==> src/hw/fcsc_pkg.sv <==
// Purpose: shared constants of the flash card status/control register bank
// Assumes: 32-bit register words, byte offsets on an 8-bit address
// Notes: all offsets and field positions live here, and every reset value except those of the spare, interrupt flag and output registers
package fcsc_pkg;

    // ****************************************
    // register offsets
    // ****************************************
    localparam int FCSC_AW = 8;
    localparam logic [7:0] OFS_CARD_STATUS = 8'h28;
    localparam logic [7:0] OFS_IRQ_STATUS = 8'h2c;
    localparam logic [7:0] OFS_XFER_COUNT = 8'h30;
    localparam logic [7:0] OFS_SPARE_CFG_A = 8'h34;
    localparam logic [7:0] OFS_SPARE_CFG_B = 8'h38;
    localparam logic [7:0] OFS_SPARE_STS_A = 8'h3c;
    localparam logic [7:0] OFS_SPARE_STS_B = 8'h40;
    localparam logic [7:0] OFS_CHIP_SELECT = 8'h44;
    localparam logic [7:0] OFS_PIN_CTRL = 8'h48;
    localparam logic [7:0] OFS_IRQ_MASK = 8'h4c;

    // ****************************************
    // field positions
    // ****************************************
    localparam int ST_WPD = 7;
    localparam int ST_CARD_ABSENT = 4;
    localparam int ST_TIMEOUT = 3;
    localparam int ST_CMD = 2;
    localparam int ST_ACTIVE = 1;
    localparam int ST_READY = 0;
    localparam logic [1:0] ST_RSVD_VAL = 2'h2;
    localparam int IRQ_CARD = 4;
    localparam int IRQ_READY = 3;
    localparam int CTL_CLKSTOP = 7;
    localparam int CTL_NOCHECK = 6;
    localparam int CTL_DIRECT = 5;
    localparam int CTL_WP = 4;
    localparam int MSK_ALL = 7;
    localparam int MSK_CARD = 4;
    localparam int MSK_READY = 3;

    // ****************************************
    // reset values and pin slots
    // ****************************************
    localparam logic [31:0] STATUS_RST = 32'h0000_00d1;
    localparam logic [7:0] CS_RST = 8'hff;
    localparam logic [7:0] CTL_RST = 8'h00;
    localparam logic [7:0] MSK_RST = 8'h80;
    localparam logic [15:0] XC_RST = 16'h0000;
    localparam int PIN_WPD = 0;
    localparam int PIN_ABSENT = 1;
    localparam int PIN_READY = 2;
    localparam int PIN_N = 3;
    localparam logic [2:0] PIN_RST = 3'h7;

endpackage

==> src/hw/fcsc_pin_if.sv <==
// Purpose: carries filtered card pin levels and their change pulses
// Assumes: single clock domain on the consumer side
// Notes: change is a one-cycle pulse per accepted edge
`timescale 1ns/1ps
interface fcsc_pin_if #(parameter int N = 3);
    logic [N-1:0] level;
    logic [N-1:0] change;
    modport src (output level, output change);
    modport dst (input level, input change);
endinterface

==> src/hw/fcsc_pin_sync.sv <==
// Purpose: three-stage synchroniser with agreement filter for card pins
// Assumes: pins are asynchronous to mclk
// Notes: a change counts once stages two and three agree
`timescale 1ns/1ps
module fcsc_pin_sync #(
    parameter int N = 3,
    parameter logic [N-1:0] RESET_VAL = '1
) (
    input wire logic mclk,
    input wire logic rstSync_b,
    input wire logic [N-1:0] pinRaw,
    fcsc_pin_if.src pins
);
    logic [N-1:0] s1_ff;
    logic [N-1:0] s2_ff;
    logic [N-1:0] s3_ff;
    logic [N-1:0] level_ff;
    logic [N-1:0] change_ff;
    logic [N-1:0] nxt_level;

    if (N < 1) begin : g_chk
        $error("fcsc_pin_sync needs at least one pin");
    end

    // stage one feeds stage two only
    always_ff @(posedge mclk or negedge rstSync_b) begin
        if (!rstSync_b) begin
            s1_ff <= RESET_VAL;
            s2_ff <= RESET_VAL;
            s3_ff <= RESET_VAL;
        end else begin
            s1_ff <= pinRaw;
            s2_ff <= s1_ff;
            s3_ff <= s2_ff;
        end
    end

    for (genvar i = 0; i < N; i++) begin : g_pin
        assign nxt_level[i] = (s2_ff[i] == s3_ff[i]) ? s3_ff[i] : level_ff[i];
    end

    always_ff @(posedge mclk or negedge rstSync_b) begin
        if (!rstSync_b) begin
            level_ff <= RESET_VAL;
            change_ff <= '0;
        end else begin
            level_ff <= nxt_level;
            change_ff <= nxt_level ^ level_ff;
        end
    end

    assign pins.level = level_ff;
    assign pins.change = change_ff;
endmodule // fcsc_pin_sync

==> src/hw/fcsc_regs.sv <==
// Purpose: status, interrupt, count, chip-select and pin-control registers
// Assumes: core signals cmdPhase/xferActive/timerExpired/pageDone on mclk
// Notes: reads return data one cycle after regRdEn
`timescale 1ns/1ps
module fcsc_regs
    import fcsc_pkg::*;
(
    input wire logic mclk,
    input wire logic rst_b,
    input wire logic [FCSC_AW-1:0] regAddr,
    input wire logic regWrEn,
    input wire logic regRdEn,
    input wire logic [31:0] regWrData,
    output logic [31:0] regRdData,
    input wire logic writeProtectDetectN,
    input wire logic cardAbsentPin,
    input wire logic flashReadyBusy,
    input wire logic cmdPhase,
    input wire logic xferActive,
    input wire logic timerExpired,
    input wire logic pageDone,
    input wire logic pageVerifyOk,
    output logic [7:0] cardChipEnableN,
    output logic cardWriteProtectOut,
    output logic clockStop,
    output logic xferComplete,
    output logic [15:0] xferCount,
    output logic irqOut
);
    // three pin slots and an address wide enough to reach the mask register
    if (PIN_N != 3 || FCSC_AW < 7) begin : g_chk
        $error("fcsc_regs needs three pins and a 7-bit address");
    end

    // ****************************************
    // reset release and pin filtering
    // ****************************************
    logic [1:0] rstPipe_ff;
    logic rstSync_b;

    always_ff @(posedge mclk or negedge rst_b) begin
        if (!rst_b) begin
            rstPipe_ff <= 2'h0;
        end else begin
            rstPipe_ff <= {rstPipe_ff[0], 1'b1};
        end
    end
    assign rstSync_b = rstPipe_ff[1];

    fcsc_pin_if #(.N(PIN_N)) pinBus ();

    fcsc_pin_sync #(.N(PIN_N), .RESET_VAL(PIN_RST)) uPinSync (
        .mclk(mclk),
        .rstSync_b(rstSync_b),
        .pinRaw({flashReadyBusy, cardAbsentPin, writeProtectDetectN}),
        .pins(pinBus.src)
    );

    // ****************************************
    // chip-enable decode
    // ****************************************
    // reserved indirect codes fall back to all chips off, the safe choice
    function automatic logic [7:0] fcscDecodeCe(input logic [7:0] sel, input logic direct);
        logic [7:0] ce;
        ce = 8'hff;
        if (direct) begin
            ce = sel;
        end else if (sel[7:5] == 3'h0 && !sel[4]) begin
            ce[sel[2:0]] = 1'b0;
        end
        return ce;
    endfunction

    // ****************************************
    // register storage
    // ****************************************
    logic [7:0] csSel_ff;
    logic [7:0] ctrl_ff;
    logic [7:0] mask_ff;
    logic [15:0] xferCnt_ff;
    logic [7:0] spareA_ff;
    logic [31:0] spareB_ff;
    logic irqCard_ff;
    logic irqReady_ff;
    logic [31:0] regRdData_ff;
    logic [7:0] cardChipEnableN_ff;
    logic cardWriteProtectOut_ff;
    logic clockStop_ff;
    logic xferComplete_ff;
    logic irq_ff;

    logic wrIrq;
    logic wrCnt;
    logic wrSpA;
    logic wrSpB;
    logic wrCs;
    logic wrCtl;
    logic wrMsk;
    logic cardEvt;
    logic readyEvt;
    logic nxt_irqCard;
    logic nxt_irqReady;
    logic nxt_irq;
    logic nxt_clockStop;
    logic nxt_xferComplete;
    logic [31:0] statusWord;
    logic [31:0] irqWord;
    logic [31:0] rdMux;

    assign wrIrq = regWrEn && regAddr == OFS_IRQ_STATUS;
    assign wrCnt = regWrEn && regAddr == OFS_XFER_COUNT;
    assign wrSpA = regWrEn && regAddr == OFS_SPARE_CFG_A;
    assign wrSpB = regWrEn && regAddr == OFS_SPARE_CFG_B;
    assign wrCs = regWrEn && regAddr == OFS_CHIP_SELECT;
    assign wrCtl = regWrEn && regAddr == OFS_PIN_CTRL;
    assign wrMsk = regWrEn && regAddr == OFS_IRQ_MASK;

    // status and spare status have no write decode at all
    always_ff @(posedge mclk or negedge rstSync_b) begin
        if (!rstSync_b) begin
            csSel_ff <= CS_RST;
            ctrl_ff <= CTL_RST;
            mask_ff <= MSK_RST;
            xferCnt_ff <= XC_RST;
            spareA_ff <= 8'h00;
            spareB_ff <= 32'h0000_0000;
        end else begin
            if (wrCs) csSel_ff <= regWrData[7:0];
            if (wrCtl) ctrl_ff <= regWrData[7:0];
            if (wrMsk) mask_ff <= regWrData[7:0];
            if (wrCnt) xferCnt_ff <= regWrData[15:0];
            if (wrSpA) spareA_ff <= regWrData[7:0];
            if (wrSpB) spareB_ff <= regWrData;
        end
    end

    // ****************************************
    // interrupt status
    // ****************************************
    // an event in the clearing cycle wins over the clear
    assign cardEvt = pinBus.change[PIN_ABSENT];
    assign readyEvt = pinBus.change[PIN_READY] && pinBus.level[PIN_READY];
    assign nxt_irqCard = cardEvt || (irqCard_ff && !(wrIrq && regWrData[IRQ_CARD]));
    assign nxt_irqReady = readyEvt
        || (irqReady_ff && !(wrIrq && regWrData[IRQ_READY]));
    assign nxt_irq = !mask_ff[MSK_ALL]
        && ((irqCard_ff && !mask_ff[MSK_CARD])
        || (irqReady_ff && !mask_ff[MSK_READY]));

    always_ff @(posedge mclk or negedge rstSync_b) begin
        if (!rstSync_b) begin
            irqCard_ff <= 1'b0;
            irqReady_ff <= 1'b0;
            irq_ff <= 1'b0;
        end else begin
            irqCard_ff <= nxt_irqCard;
            irqReady_ff <= nxt_irqReady;
            irq_ff <= nxt_irq;
        end
    end

    // ****************************************
    // read path
    // ****************************************
    assign statusWord = {24'h0, pinBus.level[PIN_WPD], ST_RSVD_VAL,
        pinBus.level[PIN_ABSENT], timerExpired, cmdPhase,
        cmdPhase || xferActive, pinBus.level[PIN_READY]};
    assign irqWord = {27'h0, irqCard_ff, irqReady_ff, 3'h0};

    always_comb begin
        unique case (regAddr)
            OFS_CARD_STATUS: rdMux = statusWord;
            OFS_IRQ_STATUS: rdMux = irqWord;
            OFS_XFER_COUNT: rdMux = {16'h0, xferCnt_ff};
            OFS_SPARE_CFG_A: rdMux = {24'h0, spareA_ff};
            OFS_SPARE_CFG_B: rdMux = spareB_ff;
            OFS_CHIP_SELECT: rdMux = {24'h0, csSel_ff};
            OFS_PIN_CTRL: rdMux = {24'h0, ctrl_ff};
            OFS_IRQ_MASK: rdMux = {24'h0, mask_ff};
            default: rdMux = 32'h0000_0000;
        endcase
    end

    // ****************************************
    // pin-side outputs
    // ****************************************
    // clock may only stop once both command and data phases are over
    assign nxt_clockStop = ctrl_ff[CTL_CLKSTOP] && !cmdPhase && !xferActive;
    assign nxt_xferComplete = pageDone
        && (ctrl_ff[CTL_NOCHECK] || pageVerifyOk);

    always_ff @(posedge mclk or negedge rstSync_b) begin
        if (!rstSync_b) begin
            regRdData_ff <= 32'h0000_0000;
            cardChipEnableN_ff <= 8'hff;
            cardWriteProtectOut_ff <= 1'b0;
            clockStop_ff <= 1'b0;
            xferComplete_ff <= 1'b0;
        end else begin
            regRdData_ff <= regRdEn ? rdMux : 32'h0000_0000;
            cardChipEnableN_ff <= fcscDecodeCe(csSel_ff, ctrl_ff[CTL_DIRECT]);
            cardWriteProtectOut_ff <= ctrl_ff[CTL_WP];
            clockStop_ff <= nxt_clockStop;
            xferComplete_ff <= nxt_xferComplete;
        end
    end

    assign regRdData = regRdData_ff;
    assign cardChipEnableN = cardChipEnableN_ff;
    assign cardWriteProtectOut = cardWriteProtectOut_ff;
    assign clockStop = clockStop_ff;
    assign xferComplete = xferComplete_ff;
    assign xferCount = {xferCnt_ff[7:0], xferCnt_ff[15:8]};
    assign irqOut = irq_ff;
endmodule // fcsc_regs
==> config.mk <==
export PLATFORM = sky130hd
export DESIGN_NAME = fcsc_regs
export DESIGN_NICKNAME = d
export VERILOG_FILES = /design/src/hw/fcsc_pkg.sv /design/src/hw/fcsc_pin_if.sv /design/src/hw/fcsc_pin_sync.sv /design/src/hw/fcsc_regs.sv
export SDC_FILE = /design/constraint.sdc
export NUM_CORES = 1
export LEC_CHECK = 0
export BUFFER_PORTS_ARGS = -buffer_cell sky130_fd_sc_hd__buf_4
export CAP_MARGIN = 20
export CORE_ASPECT_RATIO = 0.9
export CORE_UTILIZATION = 47
export CTS_CLUSTER_DIAMETER = 120
export DETAILED_ROUTE_END_ITERATION = 10
export PLACE_DENSITY = 0.69
export SYNTH_ARGS = -nofsm -noshare
export SYNTH_HDL_FRONTEND = slang
export SYNTH_SLANG_ARGS = --single-unit
==> constraint.sdc <==
create_clock -name mclk -period 9.47 [get_ports mclk]
set_clock_uncertainty 0.2 [all_clocks]
set_input_delay 0.947 -clock mclk [delete_from_list [all_inputs] [get_ports mclk]]
set_output_delay 0.947 -clock mclk [all_outputs]
set_load 0.02 [all_outputs]
== Yosys cells after proc, flatten, opt, wreduce, memory -nomap -nowiden ==
Index checks and enable logic that the tools add are counted.

* Register bits after elaboration: 143
* Input port bits: 52
* Output and inout port bits: 60
* Word-level logic and storage cells: 78

* Order comparisons: 2
* Equality and inequality tests: 11
* Muxes and demuxes: 9
* Bitwise logic cells: 2
* Reductions and logical operators: 34

{| class="wikitable"
|+ Operators by type and width
! operator !! number
|-
| $pmux 32 s8 || 1
|-
| $eq 8x6->1 const B || 5
|-
| $mux 32 || 1
|-
| $eq 8x7->1 const B || 3
|-
| $logic_and 1x1->1 || 20
|-
| $mux 8 || 2
|-
| $logic_not 1->1 || 8
|-
| $not 8->8 || 1
|-
| $logic_or 1x1->1 || 5
|-
| $lt 3x4->1 const B || 1
|-
| $mux 1 || 4
|-
| $demux 1 s3 || 1
|-
| $eq 1x1->1 || 3
|-
| $ge 3x1->1 const B || 1
|-
| $logic_not 3->1 || 1
|-
| $xor 3x3->3 || 1
|}

== Logic depth before layout (Yosys ltp) ==
* Depth after elaboration: 7
* Mapped depth: 7
* Gate-level depth less buffers: 4

== Cells and area by module ==
Synthesis repeated with hierarchy kept, for this count alone.

* Cell total of the unflattened synthesis: 426
* Area total of the unflattened synthesis: 5865.6 µm²

{| class="wikitable"
|+ Modules (own cells, without submodules)
! module !! instances !! cells each !! area each (µm²)
|-
| fcsc_regs || 1 || 398 || 5396.4
|-
| fcsc_pin_sync || 1 || 28 || 469.2
|}

== Least setup slack after synthesis ==
No wires, ideal clock.

* Kind: input port to flip-flop
* From: input port regAddr[3]
* To: register spareB_ff[7]
* Library setup time: 0.128 ns
* Data arrival time: 2.227 ns
* Path slack: 6.915 ns
* Cell stages on the path: 6
* Buffers on the path: 2
* Path through: buf_4 -> or3b_4 -> nor2_8 -> nand3_4 -> buf_2 -> mux2_1

* Longest elaborated chain between the ends: 2

{| class="wikitable"
|+ RTL lines
! item !! RTL line !! text
|-
| start, declared || fcsc_regs.sv:10 || <nowiki>input wire logic [FCSC_AW-1:0] regAddr,</nowiki>
|-
| $eq 8x6->1 || fcsc_regs.sv:113 || <nowiki>assign wrSpB = regWrEn && regAddr == OFS_SPARE_CFG_B;</nowiki>
|-
| $logic_and 1x1->1 || fcsc_regs.sv:113 ||
|-
| end signal, assigned || fcsc_regs.sv:133 || <nowiki>if (wrSpB) spareB_ff <= regWrData;</nowiki>
|-
| end, declared || fcsc_regs.sv:82 || <nowiki>logic [31:0] spareB_ff;</nowiki>
|}

No other way between the ends.
A chain may end at the register's enable or synchronous reset.

== Worst setup path after layout ==
Ends and elaborated chain as after synthesis.

==> flow_metrics.tcl <==
set metrics [dict create \
    ys_seq_elements 142 \
    wl_per_cell_um 18.6 \
    track_usage_pct 21.4 \
    route.detailed.drc 0 \
    crit_slowest_cell "mux2_1" \
    post_cts_buffers 0 \
    clock_path_buffers 2 \
    die_y_um 108 \
    hpwl_mm 8.82 \
    finalHoldViolCount 0 \
    die_w_um 120 \
    antenna_found_initial 0 \
    p_per_area_nw_per_um2 196 \
    crit_path_cell_trace "buf_4 -> or3b_4 -> nor2_8 -> nand3_4 -> mux2_1" \
    grt_first_pass_wirelength_mm 20.5 \
    cts_buffers 17 \
    grt_pass1_vias 3842 \
    setup_viol 0 \
    antenna_cells 0 \
    cp.required_ns 9.57 \
    area_growth_pct 27.2 \
    drv_slew 0 \
    vias 3825 \
    clkLatencyLatePin_ns 0.42 \
    holdWs_ns 0.0936 \
    r2r_start "rstPipe_ff[1]" \
    final.fill_count 954 \
    ys_types 58 \
    crit_fanout 32 \
    worstReg2RegEnd "regRdData[7]" \
    grt_max_degree 80 \
    register_area_sq_um 3590 \
    row_count 38 \
    nets 582 \
    core_sq_um 12100 \
    clock-sinks 142 \
    dieArea_sq_um 12900 \
    crit_buf_inv 1 \
    critPathArrivalTime_ns 2.73 \
    max_freq_mhz 379 \
    drt-initial-drc-count 241 \
    power.leakage_uw 0.00366 \
    drt-vias-per-instance 5.44 \
    gp_congestion 0.856 \
    initial_core_util_pct 48.4 \
    cts_tree "yes" \
    drt_wl_total_mm 13.0 \
    peakVddDrop_mv 0.135 \
    synth_fp_nets 472 \
    syn-instance-count 420 \
    reg2reg_depth 1 \
    synth-edff-count 0 \
    syn_area_per_cell_sq_um 14.0 \
    critPathLaunchType "input port" \
    multi_input_area_sq_um 2170 \
    synthesis.area_sq_um 5870 \
    hold_path.class "in -> async" \
    root_buffer "clkbuf_16" \
    tns_ns 0 \
    clkTransAtPathRegs_ns 0.06 \
    numPortBuffers 111 \
    period_needed_ns 2.64 \
    cp-end-kind "register" \
    max_cap_viol_count 0 \
    ys_dominant_reg_cell "dfrtp_1" \
    antenna_left 0 \
    drive_above_1_share_pct 47.9 \
    grt_overflow 0 \
    relSlewSlack_pct 36.7 \
    setup.worst_path.class "in -> reg" \
    yosysWarnings 0 \
    io_pins 112 \
    cp_top_family "simple AND/OR/NAND/NOR gates" \
    status "finished clean" \
    tightest_slew_ns 0.950 \
    synth_async_sr_flop_share_pct 100 \
    cts_hold_buf 0 \
    first_pass_iters 5 \
    rrSetupSlack_ns 7.41 \
    rsz0062_at_grt "no" \
    period_share_pct 27.9 \
    synth.yosys.seq_area_share_pct 61.1 \
    crit_path_max_incr_delay_ns 0.48 \
    cts.htree.levels 4 \
    postCtsResizedCells 0 \
]
[layout make-up]
type / instances / area share (%)
inverter: 3 / 0.151
sequential: 142 / 48.1
clock buffer: 27 / 8.02
timing repair buffer: 112 / 11.3
tap: 160 / 2.68
multi-input combinational: 254 / 29.0
clock inverter: 5 / 0.737
[metal layers]
metal / GRT usage (%) / vias to the layer above / routed length (um)
met4: 8.39 / 0 / 163
met1: 30.0 / 1930 / 6100
met5: 0 / - / 0
met2: 30.9 / 148 / 5920
met3: 6.75 / 11 / 863
li1: - / 1736 / -
[worst max-delay path by stage]
stage,startpoint,end,slack [ns],depth (start not counted)
CTS,regAddr[3],spareB_ff[7],6.84,5
global placement,regAddr[3],regRdData[13],6.39,5
global route,regAddr[3],spareB_ff[7],6.74,5
floorplan,rstPipe_ff[1],cardWriteProtectOut,5.07,0
detailed placement,regAddr[3],regRdData[10],6.38,5
finish,regAddr[3],spareB_ff[7],6.83,5
[power breakdown]
| group | leakage, uW | internal, uW | total, uW | switching [uW] |
|---|---|---|---|---|
| clock network | 0.000326 | 462 | 709 | 247 |
| logic | 0.00148 | 46.6 | 96.7 | 50.1 |
| registers | 0.00185 | 639 | 660 | 21.4 |
| total | 0.00366 | 1150 | 1470 | 319 |
[cells in the final DEF, fill, tap and decap left out, types with 10 or more instances in the layout]
cell type	n
dfrtp_1	112
buf_4	112
mux2_2	74
dfstp_2	29
clkbuf_16	22
and2_1	18
nand2_1	17
a21oi_1	14
a22o_1	12
mux2i_1	11
mux2_1	11
nor2_1	10
[stage by stage]
step / cells / total power (uW) / setup WS, ns / instance area, sq um / util, %
CTS: 703 / 1480 / 6.84 / 7470 / 61.6
floorplan: 420 / 719 / 5.07 / 5870 / -
detailed placement: 671 / 767 / 6.38 / 6810 / 56.2
finish: 703 / 1470 / 6.83 / 7470 / 61.6
global route: 703 / 1520 / 6.74 / 7470 / 61.6
global placement: 671 / 764 / 6.39 / 6810 / 56.2
[logic make-up (layout without fill, tap and decap cells)]
group,Yosys count,count (layout),synth area share [%]
adders and majority gates,1,1,0.170
muxes,96,96,18.2
DFF,142,142,61.1
other,1,1,0.0639
AOI/OAI and AO/OA,56,56,6.69
buffers and inverters,24,147,1.94
and+or+nand+nor,100,100,11.8
[cells in the mapped netlist, types with 5 or more instances]
| library cell | instances | area share [%] |
|---|---|---|
| o21ai_0 | 7 | 0.60 |
| mux2i_1 | 11 | 1.9 |
| dfstp_2 | 29 | 13 |
| a21oi_1 | 14 | 1.2 |
| nor2_1 | 10 | 0.64 |
| a22o_1 | 12 | 1.8 |
| nor2b_1 | 5 | 0.53 |
| mux2_1 | 11 | 2.1 |
| and2_1 | 18 | 1.9 |
| mux2_2 | 74 | 14 |
| nand2_1 | 17 | 1.1 |
| and3_1 | 5 | 0.53 |
| nand3_1 | 7 | 0.60 |
| clkbuf_1 | 6 | 0.38 |
| dfrtp_1 | 113 | 48 |
| buf_2 | 13 | 1.1 |
[sequential cells by signal, summed over array words and instances, names as in the netlist, 2 cells and up, named ones only]
signal                count
xferCnt_ff               16
uPinSync.pins.change      2
ctrl_ff                   8
uPinSync.s1_ff            3
uPinSync.s2_ff            3
spareB_ff                32
csSel_ff                  8
mask_ff                   8
uPinSync.pins.level       2
spareA_ff                 8
regRdData                32
uPinSync.s3_ff            3
rstPipe_ff                2
cardChipEnableN           8
(Power assumes the default switching activity.)
